$ cat src/rtl/ubdd_pkg.sv
package ubdd_pkg;
	// Descriptor control word layout
	localparam int BC_LSB   = 16;
	localparam int BC_MSB   = 25;
	localparam int OWN_BIT  = 7;
	localparam int PAR_BIT  = 6;
	localparam int KEEP_BIT = 5;
	localparam int FIXED_ADDRESS_FLAG_BIT = 4;
	localparam int DTS_BIT  = 3;
	localparam int HALT_BIT = 2;
	localparam int PID_LSB  = 2;
	localparam int BC_W     = 10;
	localparam int PAGE_LSB = 9;
	localparam logic [31:0] PTR_OFS = 32'h0000_0004;
	localparam logic [5:0]  RSV_HI  = 6'h00;
	localparam logic [7:0]  RSV_MID = 8'h00;
	localparam logic [1:0]  RSV_LO  = 2'h0;
	localparam logic [2:0]  ENTRY_LO = 3'h0;
	// Token PIDs and host status codes
	localparam logic [3:0] PID_OUT   = 4'h1;
	localparam logic [3:0] PID_IN    = 4'h9;
	localparam logic [3:0] PID_SETUP = 4'hD;
	localparam logic [3:0] PID_DATA0 = 4'h3;
	localparam logic [3:0] PID_DATA1 = 4'hB;
	localparam logic [3:0] PID_ACK   = 4'h2;
	localparam logic [3:0] PID_STALL = 4'hE;
	localparam logic [3:0] PID_NAK   = 4'hA;
	localparam logic [3:0] PID_TMO   = 4'h0;
	localparam logic [3:0] PID_DERR  = 4'hF;
	localparam logic [3:0] PID_LATE  = 4'hF;
	// Handshake codes towards the serial engine
	localparam logic [1:0] HS_TMO   = 2'h0;
	localparam logic [1:0] HS_ACK   = 2'h1;
	localparam logic [1:0] HS_NAK   = 2'h2;
	localparam logic [1:0] HS_STALL = 2'h3;
	// Register map
	localparam logic [7:0] REG_CTRL  = 8'h00;
	localparam logic [7:0] REG_PAGE  = 8'h04;
	localparam logic [7:0] REG_STAT  = 8'h08;
	localparam logic [7:0] REG_FLAGS = 8'h0C;
	localparam logic [7:0] REG_IMASK = 8'h10;
	localparam logic [7:0] REG_EMASK = 8'h14;
	localparam int FLG_DONE = 0;
	localparam int FLG_OVR  = 1;
	localparam int IEN_DONE = 0;
	localparam int IEN_ERR  = 1;
	localparam int EEN_DMA  = 0;
	localparam int CTL_HOST = 0;
	typedef enum logic [5:0] {
		ST_IDLE   = 6'h01,
		ST_FETCHC = 6'h02,
		ST_FETCHA = 6'h04,
		ST_MOVE   = 6'h08,
		ST_FINISH = 6'h10,
		ST_WBACK  = 6'h20
	} ubdd_state_t;
endpackage

$ cat src/rtl/ubdd_engine.sv
`timescale 1ns/1ps
// Behaviour
// - Control word holds ten-bit byte count at 25:16; other high bits reserved.
// - After a receive, byte count is rewritten with bytes actually written to the buffer.
// - Ownership bit 7: one gives engine exclusive use, zero the processor.
// - After a token, ownership is cleared unless retain or halt bit is set or a device latency overrun occurs.
// - Unowned descriptor: every other field is ignored.
// - Bit 6 selects DATA0 or DATA1 and is never modified.
// - Retain bit keeps ownership and skips writeback; done notice only on host latency overrun.
// - Fixed-address bit stops buffer address increment.
// - Toggle-check bit enables data toggle synchronisation.
// - Halt bit answers STALL and leaves the descriptor untouched.
// - Without retain, device mode puts token PID into bits 5:2 at completion.
// - Host mode writes back returned PID or status code.
// - Control bits 1:0 read as zero.
// - Second word is the buffer pointer, never modified.
// - Fetch indexed descriptor per token; move data only when owned.
// - Completion writes back, updates status, sets done flag.
// - Latency overflow: NAK or timeout, set overrun, interrupt if enabled.
// - Device latency overrun: no writeback, no done flag.
// - Host latency overrun: done flag and PID all ones.
// - Oversized packet: keep ACK, clip, overrun and done, count=limit.
// - Descriptor address is page, endpoint, direction and odd bit.
module ubdd_engine
	import ubdd_pkg::*;
(
	// Clock and reset
	input  wire logic        CLK_IN,
	input  wire logic        SRST_IN,
	// Register port
	input  wire logic [7:0]  REG_ADDR_IN,
	input  wire logic [31:0] REG_WDATA_IN,
	input  wire logic        REG_WR_IN,
	input  wire logic        REG_RD_IN,
	output logic      [31:0] REG_RDATA_OUT,
	output logic             IRQ_OUT,
	// Token from serial engine
	input  wire logic        TOK_VALID_IN,
	input  wire logic [3:0]  TOKEN_PID_WRITEBACK_IN,
	input  wire logic [3:0]  TOK_EP_IN,
	input  wire logic        TOK_TX_IN,
	input  wire logic        TOK_ODD_IN,
	input  wire logic        TOK_ISO_IN,
	input  wire logic [3:0]  SIE_RESULT_IN,
	output logic             TOK_READY_OUT,
	// Handshake and toggle to serial engine
	output logic             HS_VALID_OUT,
	output logic      [1:0]  HS_CODE_OUT,
	output logic             TOGGLE_CHECK_OUT,
	output logic             DATA1_OUT,
	// Receive stream
	input  wire logic        RX_VALID_IN,
	input  wire logic [7:0]  RX_DATA_IN,
	input  wire logic        RX_END_IN,
	input  wire logic        RX_LATE_IN,
	output logic             RX_READY_OUT,
	// Transmit stream
	output logic             TX_VALID_OUT,
	output logic      [7:0]  TX_DATA_OUT,
	input  wire logic        TX_READY_IN,
	// Memory master
	output logic             MEM_REQ_OUT,
	output logic             MEM_WE_OUT,
	output logic             MEM_WORD_OUT,
	output logic      [31:0] MEM_ADDR_OUT,
	output logic      [31:0] MEM_WDATA_OUT,
	input  wire logic        MEM_ACK_IN,
	input  wire logic [31:0] MEM_RDATA_IN
);
	import ubdd_pkg::*;

	ubdd_state_t state;
	ubdd_state_t next_state;
	logic [31:0] page;
	logic        host_mode;
	logic [7:0]  imask;
	logic [7:0]  emask;
	logic [7:0]  stat;
	logic [3:0]  token_pid_writeback;
	logic        tok_tx;
	logic        tok_iso;
	logic [31:0] desc_addr;
	logic [31:0] ctrl;
	logic [31:0] ptr;
	logic [BC_W-1:0] cnt;
	logic        pend;
	logic [7:0]  hold;
	logic        ovf;
	logic        late;
	logic        rx_end;
	logic [3:0]  wb_pid;
	logic        flag_done;
	logic        flag_ovr;

	////////////////////////////////////////////////////////////////////
	// Decode
	wire is_idle   = (state == ST_IDLE);
	wire is_fetchc = (state == ST_FETCHC);
	wire is_fetcha = (state == ST_FETCHA);
	wire is_move   = (state == ST_MOVE);
	wire is_finish = (state == ST_FINISH);
	wire is_wback  = (state == ST_WBACK);
	wire [BC_W-1:0] bc = ctrl[BC_MSB:BC_LSB];
	wire own   = MEM_RDATA_IN[OWN_BIT];
	wire halt  = MEM_RDATA_IN[HALT_BIT];
	wire keep  = ctrl[KEEP_BIT];
	wire fixed_address_flag  = ctrl[FIXED_ADDRESS_FLAG_BIT];
	wire take  = is_idle & TOK_VALID_IN;
	wire ack   = MEM_ACK_IN & MEM_REQ_OUT;
	wire tx_rq = is_move & tok_tx & ~pend & (cnt != bc);
	wire rx_wr = is_move & ~tok_tx & pend;
	wire rx_in = RX_VALID_IN & RX_READY_OUT;
	wire [31:0] step = fixed_address_flag ? 32'h0 : 32'h1;
	wire [BC_W-1:0] bc_new = tok_tx ? bc : cnt;
	wire [31:0] ctrl_new = {RSV_HI, bc_new, RSV_MID, 1'b0,
		ctrl[PAR_BIT], wb_pid, RSV_LO};
	wire [31:0] entry = {page[31:PAGE_LSB], TOK_EP_IN, TOK_TX_IN,
		TOK_ODD_IN, ENTRY_LO};
	wire move_end = tok_tx ? (~pend & (cnt == bc))
		: (late | (rx_end & ~pend));
	wire [3:0] pid_done = host_mode ? SIE_RESULT_IN : token_pid_writeback;
	wire set_done = (is_wback & ack) | (is_wback & late & keep);
	wire set_ovr  = is_finish & (late | ovf);
	wire reg_wr_flags = REG_WR_IN & (REG_ADDR_IN == REG_FLAGS);

	assign TOK_READY_OUT = is_idle;
	assign RX_READY_OUT  = is_move & ~tok_tx & ~pend & ~late;
	assign TX_VALID_OUT  = is_move & tok_tx & pend;
	assign MEM_REQ_OUT   = is_fetchc | is_fetcha | tx_rq | rx_wr
		| (is_wback & ~keep);
	assign MEM_WE_OUT    = rx_wr | is_wback;
	assign MEM_WORD_OUT  = is_fetchc | is_fetcha | is_wback;
	assign MEM_ADDR_OUT  = is_fetchc ? desc_addr
		: is_fetcha ? desc_addr + PTR_OFS
		: is_wback ? desc_addr : ptr;
	assign MEM_WDATA_OUT = is_wback ? ctrl_new : {24'h0, hold};
	assign IRQ_OUT = (flag_done & imask[IEN_DONE])
		| (flag_ovr & imask[IEN_ERR] & emask[EEN_DMA]);

	////////////////////////////////////////////////////////////////////
	// Sequencer
	always_comb begin
		next_state = state;
		case (state)
			ST_IDLE: begin
				if (TOK_VALID_IN)
					next_state = ST_FETCHC;
			end
			ST_FETCHC: begin
				if (ack) begin
					// Halt is only honoured on an owned entry
					if (!own || halt)
						next_state = ST_IDLE;
					else
						next_state = ST_FETCHA;
				end
			end
			ST_FETCHA: begin
				if (ack)
					next_state = ST_MOVE;
			end
			ST_MOVE: begin
				if (move_end)
					next_state = ST_FINISH;
			end
			ST_FINISH: begin
				if (late && !host_mode)
					next_state = ST_IDLE;
				else
					next_state = ST_WBACK;
			end
			ST_WBACK: begin
				if (keep || ack)
					next_state = ST_IDLE;
			end
			default: next_state = ST_IDLE;
		endcase
	end

	always_ff @(posedge CLK_IN) begin
		if (SRST_IN)
			state <= ST_IDLE;
		else
			state <= next_state;
	end

	////////////////////////////////////////////////////////////////////
	// Token and descriptor capture
	always_ff @(posedge CLK_IN) begin
		if (SRST_IN) begin
			token_pid_writeback   <= PID_OUT;
			tok_tx    <= 1'b0;
			tok_iso   <= 1'b0;
			desc_addr <= 32'h0;
			ctrl      <= 32'h0;
		end else if (take) begin
			token_pid_writeback   <= TOKEN_PID_WRITEBACK_IN;
			tok_tx    <= TOK_TX_IN;
			tok_iso   <= TOK_ISO_IN;
			desc_addr <= entry;
		end else if (is_fetchc && ack) begin
			ctrl <= MEM_RDATA_IN;
		end
	end

	assign TOGGLE_CHECK_OUT = ctrl[DTS_BIT];
	assign DATA1_OUT        = ctrl[PAR_BIT];

	////////////////////////////////////////////////////////////////////
	// Data mover
	always_ff @(posedge CLK_IN) begin
		if (SRST_IN) begin
			ptr    <= 32'h0;
			cnt    <= '0;
			pend   <= 1'b0;
			hold   <= 8'h00;
			ovf    <= 1'b0;
			late   <= 1'b0;
			rx_end <= 1'b0;
		end else if (is_fetcha) begin
			ptr    <= MEM_RDATA_IN;
			cnt    <= '0;
			pend   <= 1'b0;
			ovf    <= 1'b0;
			late   <= 1'b0;
			rx_end <= 1'b0;
		end else if (is_move) begin
			if (RX_END_IN && !tok_tx)
				rx_end <= 1'b1;
			if (RX_LATE_IN && !tok_tx)
				late <= 1'b1;
			if (tx_rq && ack) begin
				hold <= MEM_RDATA_IN[7:0];
				pend <= 1'b1;
				cnt  <= cnt + 1'b1;
				ptr  <= ptr + step;
			end else if (TX_VALID_OUT && TX_READY_IN) begin
				pend <= 1'b0;
			end else if (rx_wr && ack) begin
				pend <= 1'b0;
				cnt  <= cnt + 1'b1;
				ptr  <= ptr + step;
			end else if (rx_in) begin
				// Excess bytes are dropped so memory past the
				// buffer is never touched
				if (cnt == bc)
					ovf <= 1'b1;
				else begin
					hold <= RX_DATA_IN;
					pend <= 1'b1;
				end
			end
		end
	end

	assign TX_DATA_OUT = hold;

	////////////////////////////////////////////////////////////////////
	// Handshake and writeback PID
	always_ff @(posedge CLK_IN) begin
		if (SRST_IN) begin
			HS_VALID_OUT <= 1'b0;
			HS_CODE_OUT  <= HS_TMO;
			wb_pid       <= PID_TMO;
		end else begin
			HS_VALID_OUT <= 1'b0;
			if (is_fetchc && ack && !own && !host_mode) begin
				HS_VALID_OUT <= 1'b1;
				HS_CODE_OUT  <= HS_NAK;
			end else if (is_fetchc && ack && own && halt) begin
				HS_VALID_OUT <= 1'b1;
				HS_CODE_OUT  <= HS_STALL;
			end else if (is_finish && late) begin
				HS_VALID_OUT <= 1'b1;
				HS_CODE_OUT  <= host_mode ? HS_TMO : HS_NAK;
				wb_pid       <= PID_LATE;
			end else if (is_finish) begin
				// Isochronous traffic carries no handshake
				HS_VALID_OUT <= ~tok_tx & ~tok_iso;
				HS_CODE_OUT  <= HS_ACK;
				wb_pid       <= pid_done;
			end
		end
	end

	////////////////////////////////////////////////////////////////////
	// Registers
	ubdd_flag u_done (
		.clk_in  (CLK_IN),
		.srst_in (SRST_IN),
		.set_in  (set_done),
		.clr_in  (reg_wr_flags & REG_WDATA_IN[FLG_DONE]),
		.q_out   (flag_done)
	);

	ubdd_flag u_ovr (
		.clk_in  (CLK_IN),
		.srst_in (SRST_IN),
		.set_in  (set_ovr),
		.clr_in  (reg_wr_flags & REG_WDATA_IN[FLG_OVR]),
		.q_out   (flag_ovr)
	);

	always_ff @(posedge CLK_IN) begin
		if (SRST_IN) begin
			host_mode <= 1'b0;
			page      <= 32'h0;
			imask     <= 8'h00;
			emask     <= 8'h00;
			stat      <= 8'h00;
		end else begin
			if (REG_WR_IN && REG_ADDR_IN == REG_CTRL)
				host_mode <= REG_WDATA_IN[CTL_HOST];
			if (REG_WR_IN && REG_ADDR_IN == REG_PAGE)
				page <= {REG_WDATA_IN[31:PAGE_LSB], 9'h000};
			if (REG_WR_IN && REG_ADDR_IN == REG_IMASK)
				imask <= REG_WDATA_IN[7:0];
			if (REG_WR_IN && REG_ADDR_IN == REG_EMASK)
				emask <= REG_WDATA_IN[7:0];
			if (set_done)
				stat <= desc_addr[PAGE_LSB-1:1];
		end
	end

	wire [31:0] rd_mux =
		(REG_ADDR_IN == REG_CTRL)  ? {31'h0, host_mode} :
		(REG_ADDR_IN == REG_PAGE)  ? page :
		(REG_ADDR_IN == REG_STAT)  ? {24'h0, stat} :
		(REG_ADDR_IN == REG_FLAGS) ? {30'h0, flag_ovr, flag_done} :
		(REG_ADDR_IN == REG_IMASK) ? {24'h0, imask} :
		(REG_ADDR_IN == REG_EMASK) ? {24'h0, emask} : 32'h0;

	// Read data stands for the one cycle after the strobe only
	always_ff @(posedge CLK_IN) begin
		if (SRST_IN)
			REG_RDATA_OUT <= 32'h0;
		else
			REG_RDATA_OUT <= REG_RD_IN ? rd_mux : 32'h0;
	end
endmodule // ubdd_engine

$ cat src/rtl/ubdd_flag.sv
`timescale 1ns/1ps
module ubdd_flag (
	// Clock and reset
	input  wire logic clk_in,
	input  wire logic srst_in,
	// Event and clear
	input  wire logic set_in,
	input  wire logic clr_in,
	output logic      q_out
);
	// A set in the clear cycle wins so no event is lost
	always_ff @(posedge clk_in) begin
		if (srst_in)
			q_out <= 1'b0;
		else
			q_out <= set_in | (q_out & ~clr_in);
	end
endmodule // ubdd_flag

$ cat config.mk
export PLATFORM = sky130hd
export DESIGN_NAME = ubdd_engine
export DESIGN_NICKNAME = d
export VERILOG_FILES = /design/src/rtl/ubdd_pkg.sv /design/src/rtl/ubdd_engine.sv /design/src/rtl/ubdd_flag.sv
export SDC_FILE = /design/constraint.sdc
export NUM_CORES = 1
export LEC_CHECK = 0
export BUFFER_PORTS_ARGS = -buffer_cell sky130_fd_sc_hd__buf_4
export CAP_MARGIN = 20
export CORE_ASPECT_RATIO = 0.8
export CORE_MARGIN = 10
export CORE_UTILIZATION = 53
export DETAILED_ROUTE_END_ITERATION = 8
export MAX_ROUTING_LAYER = met4
export PLACE_DENSITY = 0.77
export SYNTH_ARGS = -nofsm -noshare
export SYNTH_HDL_FRONTEND = slang
export SYNTH_SLANG_ARGS = --single-unit
$ cat constraint.sdc
create_clock -name CLK_IN -period 3.1 [get_ports CLK_IN]
set_input_delay 0.465 -clock CLK_IN [delete_from_list [all_inputs] [get_ports CLK_IN]]
set_output_delay 0.465 -clock CLK_IN [all_outputs]
set_load 0.005 [all_outputs]
### After elaboration in Yosys (flattened, before gate mapping)

Cells that the tools add are included.

| storage, ports and cells | value |
|---|---|
| flip-flop bits (word level) | 208 |
| bits in latches | 0 |
| bits in writable memories | 0 |
| bits in read-only memories | 0 |
| input bits | 105 |
| output and inout bits | 116 |
| logic and storage cells | 201 |
| memories | 0 |

| operators by class | value |
|---|---|
| add/sub/neg operators | 3 |
| multiply operators | 0 |
| div/mod/pow operators | 0 |
| order comparisons | 0 |
| equal/unequal tests | 23 |
| shift-type cells | 0 |
| muxes and demuxes | 51 |
| bitwise gates (word level) | 54 |
| reductions and logical operators | 44 |

Operators with widths:

| operator | number |
|---|---|
| two-way mux 32 bit | 9 |
| two-way mux 8 bit | 9 |
| two-way mux 10 bit | 4 |
| two-way mux 6 bit | 6 |
| one-hot mux 6 bit (6 select lines) | 1 |
| adder 32 x 1 -> 32 bit | 1 |
| adder 32 x 3 -> 32 bit, second input constant | 1 |
| AND 1 bit | 27 |
| two-way mux 26 bit | 1 |
| equality test 8 x 4 -> 1 bit, second input constant | 2 |
| equality test 8 x 5 -> 1 bit, second input constant | 2 |
| logical AND 1 bit | 16 |
| inverter 1 bit | 15 |
| two-way mux 1 bit | 12 |
| two-way mux 4 bit | 3 |
| bitwise OR 1 bit | 12 |
| AND reduction 3 bit | 4 |
| AND reduction 6 bit | 2 |
| adder 10 x 1 -> 10 bit, second input constant | 1 |
| equality test 10 bit | 1 |
| two-way mux 2 bit | 5 |
| inequality test 10 bit | 1 |
| equality test 8 x 3 -> 1 bit, second input constant | 1 |
| logical NOT 8 bit | 1 |
| other kinds (20) | 38 |

### Longest topological paths before layout

Gate-level depths: netlist of run 1.

| logic depth | value |
|---|---|
| word-level depth | 14 |
| mapped depth | 10 |
| depth with buffers taken out | 8 |

### Cells and area by module

From an unflattened synthesis of run 1, not the netlist that was laid out.

| second synthesis, totals | value |
|---|---|
| cells, all modules | 1,071 |
| area, all modules | 9,108.7 um2 |

Modules (own cells, without submodules):

| module | instances | cells each | area an instance (um2) | sequential area each (um2) |
|---|---|---|---|---|
| ubdd_engine | 1 | 1,063 | 9,031.2 | 3,843.7 |
| ubdd_flag | 2 | 4 | 38.8 | 20.0 |

### Worst setup path before layout of run 1

OpenSTA, ideal clock, no wires.

| timing path | value |
|---|---|
| kind | input to register |
| from | in REG_ADDR_IN[7] |
| to | reg emask[0] |
| setup time | 0.128 ns |
| arrival time | 2.249 ns |
| required time | 2.972 ns |
| slack | 0.723 ns |
| cell stages on the path | 8 |
| path buffers | 2 |
| path through | or4_1 -> nor3_1 -> and2_1 -> clkbuf_1 -> and3_1 -> buf_2 -> mux2i_1 -> nor2_1 |

| between the ends | value |
|---|---|
| cells in the longest elaborated chain, start to end | 2 |

Ends and longest elaborated chain:

| what | line | text |
|---|---|---|
| start: declaration | ubdd_engine.sv:31 | `input wire logic [7:0] REG_ADDR_IN,` |
| equality test 8 x 5 -> 1 bit | ubdd_engine.sv:318 | `if (REG_WR_IN && REG_ADDR_IN == REG_EMASK)` |
| logical AND 1 bit | ubdd_engine.sv:318 |  |
| end signal: assignment | ubdd_engine.sv:319 | `emask <= REG_WDATA_IN[7:0];` |
| end: declaration | ubdd_engine.sv:77 | `logic [7:0] emask;` |

Every way passes these cells.
A chain may end at the register's enable or synchronous reset.

### Worst setup path after layout of run 1

| timing path | value |
|---|---|
| from | reg state[5] |
| to | out MEM_ADDR_OUT[31] |

| between the ends | value |
|---|---|
| cells in the longest elaborated chain, start to end | 4 |
| elaborated cells on any way between the ends | 6 |
| those cells by class | 3 x eq/ne; 3 x mux |

Ends and longest elaborated chain:

| what | line | text |
|---|---|---|
| start: declaration | ubdd_engine.sv:72 | `ubdd_state_t state;` |
| start signal: assignment | ubdd_engine.sv:184 | `state <= next_state;` |
| equality test 6 bit | ubdd_engine.sv:102 | `wire is_wback = (state == ST_WBACK);` |
| two-way mux 32 bit | ubdd_engine.sv:135 | `: is_wback ? desc_addr : ptr;` |
| two-way mux 32 bit | ubdd_engine.sv:134 | `: is_fetcha ? desc_addr + PTR_OFS` |
| two-way mux 32 bit * | ubdd_engine.sv:133 | `assign MEM_ADDR_OUT = is_fetchc ? desc_addr` |
| end: declaration | ubdd_engine.sv:65 | `output logic [31:0] MEM_ADDR_OUT,` |

Every way passes the cells marked *; elsewhere a longest branch is shown, timed or not.

==> flow_metrics.tcl, run 1 <==
set metrics [dict create \
    synth.most_common_cell "nand2_1" \
    worst_pin_slew_ns 0.7246 \
    die_x_um 164.3 \
    dp_hpwl_mm 19.50 \
    start_kind "flop" \
    cp_max_fo 17 \
    drv_cap 0 \
    ctsLongestPathBuffers 2 \
    yosysWarningCount 0 \
    synthTopCellsByArea "dfxtp_1, nand2_1, a21oi_1" \
    cts-htree-levels 4 \
    ant_nets 0 \
    timing.fmax_mhz 356.8 \
    crit_required_ns 2.63 \
    die_h_um 135.4 \
    multiInputGateArea_um2 4499 \
    seqCellArea_um2 3884 \
    yosys.area.top_type "dfxtp_1" \
    dieArea_um2 22250 \
    setup_violations 0 \
    nFillCells 1443 \
    synth-seq-cells 194 \
    viasPerCell 5.624 \
    clk_latency_ns 0.43 \
    syn_area_um2 8828 \
    slew_viol_final 0 \
    p_leak_nw 4.236 \
    postSynthAreaPerCell_um2 7.876 \
    cts_tree "done" \
    diodes 0 \
    gr-usage-met3_pct 5.437 \
    num_vias 8548 \
    drive_above_1_share_pct 21.69 \
    grt_antenna_before_repair 0 \
    clkPwrFrac_pct 40.2 \
    total_power_mw 5.481 \
    cts_resized 0 \
    slew_headroom_pct 51.52 \
    synth_common_cells "nand2_1, dfxtp_1, a21oi_1" \
    yosysTopAreaCellShare_pct 43.99 \
    firstDrtPassIters 4 \
    start_util_pct 53.67 \
    fin_worst_skew_ns 0.008740 \
    ys_seq_area_share_pct 43.99 \
    swShare_pct 28.04 \
    arrival_ns 2.34 \
    nets 1395 \
    synth_cells 1121 \
    synth-async-reset-ratio_pct 0 \
    grt_pass1_wl_mm 41.83 \
    min_period_ns 2.803 \
    grt_overflow_total 0 \
    grt.busiest_layer "met2" \
    grtUsageMet2_pct 37.10 \
    grt_start_max_net_pins 60 \
    wl_per_cell_um 17.26 \
    grt_pass1_vias 8081 \
    p_seq_share_pct 47.3 \
    fp-row-count 42 \
    routed_wl_mm 26.24 \
    vdd_ir_drop_max_v 0.0003777 \
    path_class "reg -> out" \
    area_delta_synth_final_pct 25.14 \
    ios 221 \
    clk_pin_slew_ns 0.08 \
    drc 0 \
    port_buffers 204 \
    final_cells 1520 \
    tns_ns 0 \
    outcome "complete, no violations" \
    netSwitchingPower_mw 1.537 \
    min_path_type "in -> reg" \
    synth-edff-count 0 \
    post-route-period-util_pct 90.42 \
    cts-hold-fix-buffers 0 \
    worstSetupEndpointType "primary output" \
    cts-root-buf "clkbuf_16" \
    drtIter0Drc 466 \
    met1_usage_pct 30.38 \
    gp_congestion 0.9086 \
    yosysUniqueCellTypes 63 \
    clock-sinks 194 \
    placedCellCount 1488 \
    grt_setup_unrepaired "false" \
    internal_power_mw 3.944 \
    hold_violations 0 \
    p_comb_share_pct 12.5 \
    grt_use_total_pct 23.64 \
    hold_slack_ns 0.2506 \
    synth_ff_type "dfxtp_1" \
    core_um2 16450 \
    final_util_pct 67.17 \
    cts_buffers 17 \
    postCtsSetupRepairBufs 0 \
    pwr_density_cell_nw_per_um2 496.1 \
]
layout by cell type (no fill, tap or decap), types with 9 or more instances in the layout:
| cell | Yosys | final |
|---|---|---|
| xnor2_1 | 23 | 23 |
| dfxtp_1 | 194 | 194 |
| a21oi_1 | 107 | 107 |
| a22oi_1 | 10 | 10 |
| buf_4 | 17 | 229 |
| nand3_1 | 41 | 41 |
| inv_1 | 20 | 20 |
| conb_1 | 1 | 15 |
| and2_1 | 31 | 31 |
| a31oi_1 | 9 | 9 |
| a311oi_1 | 11 | 11 |
| nor4_1 | 15 | 14 |
| clkbuf_16 | 0 | 17 |
| o21ai_0 | 17 | 16 |
| and3_1 | 12 | 12 |
| nor2_1 | 83 | 83 |
| nor3_1 | 17 | 17 |
| nand4_1 | 19 | 19 |
| a211oi_1 | 9 | 9 |
| nand2_1 | 260 | 260 |
| mux2i_1 | 32 | 32 |
worst max-delay path, cell delays in order, from the launching register on:
cell     delay (ns)
dfxtp_1        0.50
nor3b_1        0.22
buf_4          0.18
o21ai_2        0.07
inv_1          0.42
buf_4          0.25
nand2_1        0.05
o21ai_0        0.08
buf_4          0.15
cell type report:
| cell class | count | area share (%) |
|---|---|---|
| clock inverters | 15 | 1.540 |
| clock buffers | 17 | 3.851 |
| multi-input cells | 825 | 40.72 |
| well taps | 220 | 2.492 |
| repair buffers | 229 | 15.56 |
| inverters | 20 | 0.6795 |
| flip-flops and latches | 194 | 35.15 |
flip-flops by register name, summed over array words and instances (netlist names), 10 cells and up:
register	count
ctrl	14
cnt	10
REG_RDATA_OUT	31
page	23
desc_addr	29
ptr	32
through the flow:
step,area (um2),setup slack [ns]
after CTS,11050,0.2764
after detailed placement,10450,0.5555
after global routing,11050,0.07147
after global placement,10450,0.5891
final,11050,0.2970
after floorplan,8881,0.7231
kinds of logic (layout without fill, tap and decap cells):
| logic type | Yosys count | count (layout) | synth area share [%] |
|---|---|---|---|
| and+or+nand+nor | 523 | 523 | 27.35 |
| AOI/OAI and AO/OA | 219 | 219 | 15.28 |
| DFF | 194 | 194 | 43.99 |
| buffers and inverters | 116 | 281 | 5.811 |
| muxes | 39 | 39 | 4.521 |
| xor gates and xnor gates | 26 | 26 | 2.579 |
| adders and majority gates | 3 | 3 | 0.4252 |
| other | 1 | 15 | 0.04248 |
power groups by stage:
stage | clock network, mW | registers [mW] | logic, mW
final | 2.20 | 2.59 | 0.686
after global routing | 2.32 | 2.60 | 0.756
after CTS | 2.24 | 2.59 | 0.681
after detailed placement | 0 | 2.65 | 0.678
after global placement | 0 | 2.65 | 0.670
after floorplan | 0 | 2.62 | 0.420
final timing paths:
check / cells after the start / endpoint / from / slack, ns
worst min register to register: 2 / token_pid_writeback[3] / token_pid_writeback[3] / 0.46
worst max-delay path: 8 / MEM_ADDR_OUT[31] / state[5] / 0.30
worst min-delay path: 3 / token_pid_writeback[0] / TOKEN_PID_WRITEBACK_IN[0] / 0.25
worst max register to register: 6 / ptr[26] / ptr[4] / 0.52
routing by layer:
layer | up-vias | routed length [um]
met2 | 307 | 12360
met5 | - | 0
met1 | 4023 | 11630
li1 | 4189 | -
met3 | 29 | 1932
met4 | 0 | 312
Note: power is estimated with default switching activity, not from simulation.
==> run 2: changes to the inputs <==
--- a/config.mk
+++ b/config.mk
@@ -10,3 +10,3 @@
 export CORE_ASPECT_RATIO = 0.8
-export CORE_MARGIN = 10
+export CORE_MARGIN = 2
 export CORE_UTILIZATION = 53
--- a/constraint.sdc
+++ b/constraint.sdc
@@ -3,2 +3,2 @@
 set_output_delay 0.465 -clock CLK_IN [all_outputs]
-set_load 0.005 [all_outputs]
+set_load 0.01 [all_outputs]
==> run 2 against run 1 <==
  * Cell count down 0.13%
  * Highest routed layer unchanged
  * Flip-flop and latch count unchanged
  * Critical path type unchanged
  * Die area down 20%
  * Routed wire length down 4.7%
  * Largest power group unchanged
  * Combinational power up 2%
==> flow_metrics.tcl, run 2 (synthesis results as in run 1) <==
set metrics [dict create \
    outcome "complete, no violations" \
    port_buffers 204 \
    min_period_ns 2.903 \
    cts_tree "done" \
    dieArea_um2 17710 \
    p_leak_nw 4.230 \
    hold_slack_ns 0.2625 \
    min_path_type "in -> reg" \
    viasPerCell 5.654 \
    post-route-period-util_pct 93.64 \
    setup_violations 0 \
    final_cell_mix "nand2_1, buf_4, dfxtp_1, a21oi_1, nor2_1" \
    drc 0 \
    final_util_pct 67.08 \
    slew_viol_final 0 \
    firstDrtPassIters 5 \
    ant_nets 0 \
    ctsLongestPathBuffers 2 \
    start_util_pct 53.67 \
    worstSetupEndpointType "primary output" \
    multiInputGateArea_um2 4502 \
    tns_ns 0 \
    worst_path_max_delay_cell "or4_1" \
    crit_top_cell "buf_4" \
    rr_startpoint "state[5]" \
    fp-row-count 42 \
    wl_per_cell_um 16.46 \
    die_h_um 119.4 \
    gp_congestion 0.9277 \
    slew_headroom_pct 52.53 \
    slowest_delay_ns 0.62 \
    cts-root-buf "clkbuf_16" \
    hold_start "RX_END_IN" \
    worst_pin_slew_ns 0.7082 \
    vdd_ir_drop_max_v 0.0003630 \
    area_delta_synth_final_pct 24.97 \
    seqCellArea_um2 3884 \
    grt_pass1_wl_mm 39.76 \
    postCtsSetupRepairBufs 0 \
    path_class "reg -> out" \
    cts-hold-fix-buffers 0 \
    drtIter0Drc 648 \
    crit_required_ns 2.63 \
    worst-path-buf-inv 2 \
    drive_above_1_share_pct 21.65 \
    grt_pass1_vias 7807 \
    crit_family "simple AND/OR/NAND/NOR gates" \
    nets 1394 \
    routed_wl_mm 24.99 \
    core_um2 16450 \
    dp_hpwl_mm 17.76 \
    final_common_cell "nand2_1" \
    die_x_um 148.3 \
    arrival_ns 2.44 \
    grt_start_max_net_pins 72 \
    final_cells 1518 \
    grt_overflow_total 0 \
    nFillCells 1450 \
    grt_antenna_before_repair 0 \
    clk_latency_ns 0.44 \
    num_vias 8583 \
    grt_use_total_pct 28.75 \
    timing.fmax_mhz 344.5 \
    top_regs "ptr x32, REG_RDATA_OUT x31, desc_addr x29" \
    cts_buffers 17 \
    cts-htree-levels 4 \
    diodes 0 \
    total_power_mw 5.456 \
    worstSetupStartpoint "state[5]" \
    hold_violations 0 \
    placed_area_um2 10460 \
    cp_cell_sequence "or4_1 > nor3b_2 > buf_4 > nor2_1 > buf_4" \
    clock-sinks 194 \
    fin_worst_skew_ns 0.01275 \
    largest_register_ffs 32 \
    grt_setup_unrepaired "false" \
    start_kind "flop" \
    place_ws_ns 0.5063 \
    cp_max_fo 16 \
    finalWorstSetupSlack_ns 0.1971 \
    pwr_density_cell_nw_per_um2 494.5 \
    top_register "ptr" \
    cts_resized 0 \
    stdcell_area_um2 11030 \
    clk_pin_slew_ns 0.07 \
    ios 221 \
    drv_cap 0 \
    placedCellCount 1487 \
]
run 2: cell count changes in the layout (fill, tap and decap cells not counted):
cell,delta
nand2_1,-1
clkinv_8,-2
buf_4,-2
inv_6,-1
nand2_2,+1
clkinv_4,+3
buf_12,+1
clkinvlp_4,-1
run 2: final cells by class:
class,count,share of cell area (%)
multi-input combinational,825,40.80
sequential,194,35.20
timing repair buffer,228,15.63
clock buffer,17,3.856
tap,220,2.495
clock inverter,14,1.338
inverter,20,0.6804
run 2: final timing paths:
check	endpoint	slack, ns	depth (start not counted)
setup reg to reg	HS_CODE_OUT[0]	0.38	6
hold / removal	rx_end	0.26	3
hold reg to reg	ctrl[4]	0.46	2
setup / recovery	MEM_ADDR_OUT[2]	0.20	5
run 2: routing by layer:
layer / track usage (%) / up-vias / wire length (um)
met2: 44.42 / 324 / 11730
met1: 39.53 / 4058 / 11330
met3: 5.134 / 30 / 1584
met5: - / - / 0
met4: 6.667 / 0 / 351
li1: - / 4171 / -
run 2: worst register-to-register path, cell delays in order (launching register included):
cell and delay (ns):
dfxtp_1 0.42, or4_1 0.63, nor3b_2 0.43, buf_4 0.32
nand2_1 0.43, o21ai_1 0.28, a21oi_1 0.10
run 2: power by group:
part,total [mW],leakage [nW],switching (mW),internal (mW)
logic,0.698,2.39,0.443,0.255
registers,2.59,1.56,0.0581,2.54
clock network,2.16,0.278,1.03,1.13
==> run 3: changes to the inputs <==
- CORE_UTILIZATION: 53 -> 48
- CTS_CLUSTER_SIZE: not set -> 10
- PLACE_DENSITY: 0.77 -> 0.73
- clock period: 3.1 -> 2.5 ns (I/O delays scaled with it)
==> run 3 against run 2 <==
  * First-iteration DRC count rose by 3.1%
  * Sequential power rose by 24%
  * Utilization fell by 4.1 points
  * Flip-flop and latch count unchanged
  * Final area increased by 3.1%
  * Critical endpoint is now MEM_REQ_OUT
  * Critical path type unchanged
  * Die area grew 10%
==> flow_metrics.tcl, run 3 (synthesis results as in run 1) <==
set metrics [dict create \
    outcome "complete, no violations" \
    min_path_type "in -> reg" \
    timing.fmax_mhz 410.4 \
    fin_worst_skew_ns 0.01094 \
    grt_use_total_pct 26.83 \
    rr_worst_depth 8 \
    slowest_delay_ns 0.62 \
    gr-usage-met3_pct 5.511 \
    finalWorstSetupSlack_ns 0.06341 \
    worstSetupEndpointType "primary output" \
    ios 221 \
    grt_setup_unrepaired "true" \
    place_ws_ns 0.1619 \
    grtUsageMet2_pct 41.46 \
    grt_overflow_total 0 \
    routed_wl_mm 25.80 \
    crit_required_ns 2.12 \
    cp_cell_sequence "or4_1 > nor2_4 > nand2_1 > o311ai_1 > buf_4" \
    drv_cap 0 \
    largest_register_ffs 32 \
    drive_above_1_share_pct 23.95 \
    clk_latency_ns 0.44 \
    viasPerCell 5.577 \
    grt_pass1_wl_mm 40.94 \
    grt_antenna_before_repair 0 \
    cts_buffers 17 \
    grt_pass1_vias 8029 \
    ant_nets 0 \
    hold_depth 3 \
    cts-hold-fix-buffers 0 \
    setup_violations 0 \
    min_period_ns 2.437 \
    ctsLongestPathBuffers 2 \
    area_delta_synth_final_pct 28.87 \
    clk_pin_slew_ns 0.08 \
    tns_ns 0 \
    cp_max_fo 7 \
    slew_viol_final 0 \
    core_um2 18060 \
    hold_start "TOKEN_PID_WRITEBACK_IN[0]" \
    nets 1427 \
    grt_start_max_net_pins 56 \
    hold_violations 0 \
    worst_pin_slew_ns 0.6927 \
    gp_congestion 0.9430 \
    final_cell_mix "nand2_1, buf_4, dfxtp_1, a21oi_1, nor2_1" \
    worstSetupStartpoint "state[0]" \
    drc 0 \
    cts-root-buf "clkbuf_16" \
    die_h_um 125.3 \
    num_vias 8712 \
    top_regs "ptr x32, REG_RDATA_OUT x31, desc_addr x29" \
    arrival_ns 2.06 \
    vdd_ir_drop_max_v 0.0004468 \
    path_class "reg -> out" \
    top_register "ptr" \
    grt.busiest_layer "met2" \
    worst_path_max_delay_cell "or4_1" \
    wl_per_cell_um 16.52 \
    dp_hpwl_mm 18.73 \
    p_leak_nw 4.426 \
    fp-row-count 44 \
    start_kind "flop" \
    pwr_density_cell_nw_per_um2 607.1 \
    dieArea_um2 19500 \
    nFillCells 1676 \
    clock-sinks 194 \
    cts-htree-levels 4 \
    drtIter0Drc 668 \
    diodes 0 \
    firstDrtPassIters 5 \
    multiInputGateArea_um2 4514 \
    slew_headroom_pct 53.82 \
    met1_usage_pct 36.12 \
    final_util_pct 63.01 \
    start_util_pct 48.89 \
    rr_startpoint "ctrl[4]" \
    seqCellArea_um2 3887 \
    port_buffers 204 \
    post-route-period-util_pct 97.46 \
    final_common_cell "nand2_1" \
    die_x_um 155.6 \
    cts_tree "done" \
]
## run 3: cell count changes in the layout (fill, tap and decap cells not counted), moves of 2 or more
cell      before  now
inv_6          2    0
inv_8          4    8
dfxtp_1      194  191
buf_4        227  255
buf_12         1    5
dfxtp_2        0    3
clkinv_8       0    2
## run 3: cell type report
type                            count  area share, %
Multi-Input combinational cell    825          39.68
Sequential cell                   194          34.17
Timing Repair Buffer              261          17.80
Clock buffer                       17          3.739
Tap cell                          230          2.529
Clock inverter                     15          1.419
Inverter                           20         0.6598
## run 3: worst paths after layout
path | to | slack, ns
setup / recovery | MEM_REQ_OUT | 0.06
hold / removal | token_pid_writeback[0] | 0.15
setup reg to reg | ptr[26] | 0.09
hold reg to reg | imask[3] | 0.46
## run 3: what timing repair did
action,in CTS,in global routing
resized for setup,7,3
setup buffers,0,0
endpoints found under the setup margin,4,17
## run 3: critical path, delay by kind of cell (launching register included)
family / cells / cell delay (ns)
compound gates: 1 / 0.10
buf+inv: 1 / 0.18
flops: 1 / 0.41
simple gates: 3 / 0.93
## run 3: stage by stage
step	hold WS (ns)	instance area [um2]	cells	power (mW)
floorplan	0.4315	8881	1135	3.785
global placement	0.4434	10770	1530	4.222
detailed placement	0.4462	10770	1530	4.228
CTS	0.1378	11370	1562	6.936
global route	0.1506	11380	1562	7.177
finish	0.1490	11380	1562	6.907
## run 3: per-layer routing
metal | routed length (um) | up-vias
met2 | 11920 | 331
met4 | 312 | 0
li1 | - | 4249
met5 | 0 | -
met1 | 11730 | 4103
met3 | 1835 | 29
## run 3: where the power goes
group	leakage, nW	internal [mW]	switching, mW
registers	1.57	3.15	0.0705
clock network	0.288	1.35	1.38
logic	2.57	0.394	0.572
total	4.43	4.89	2.02
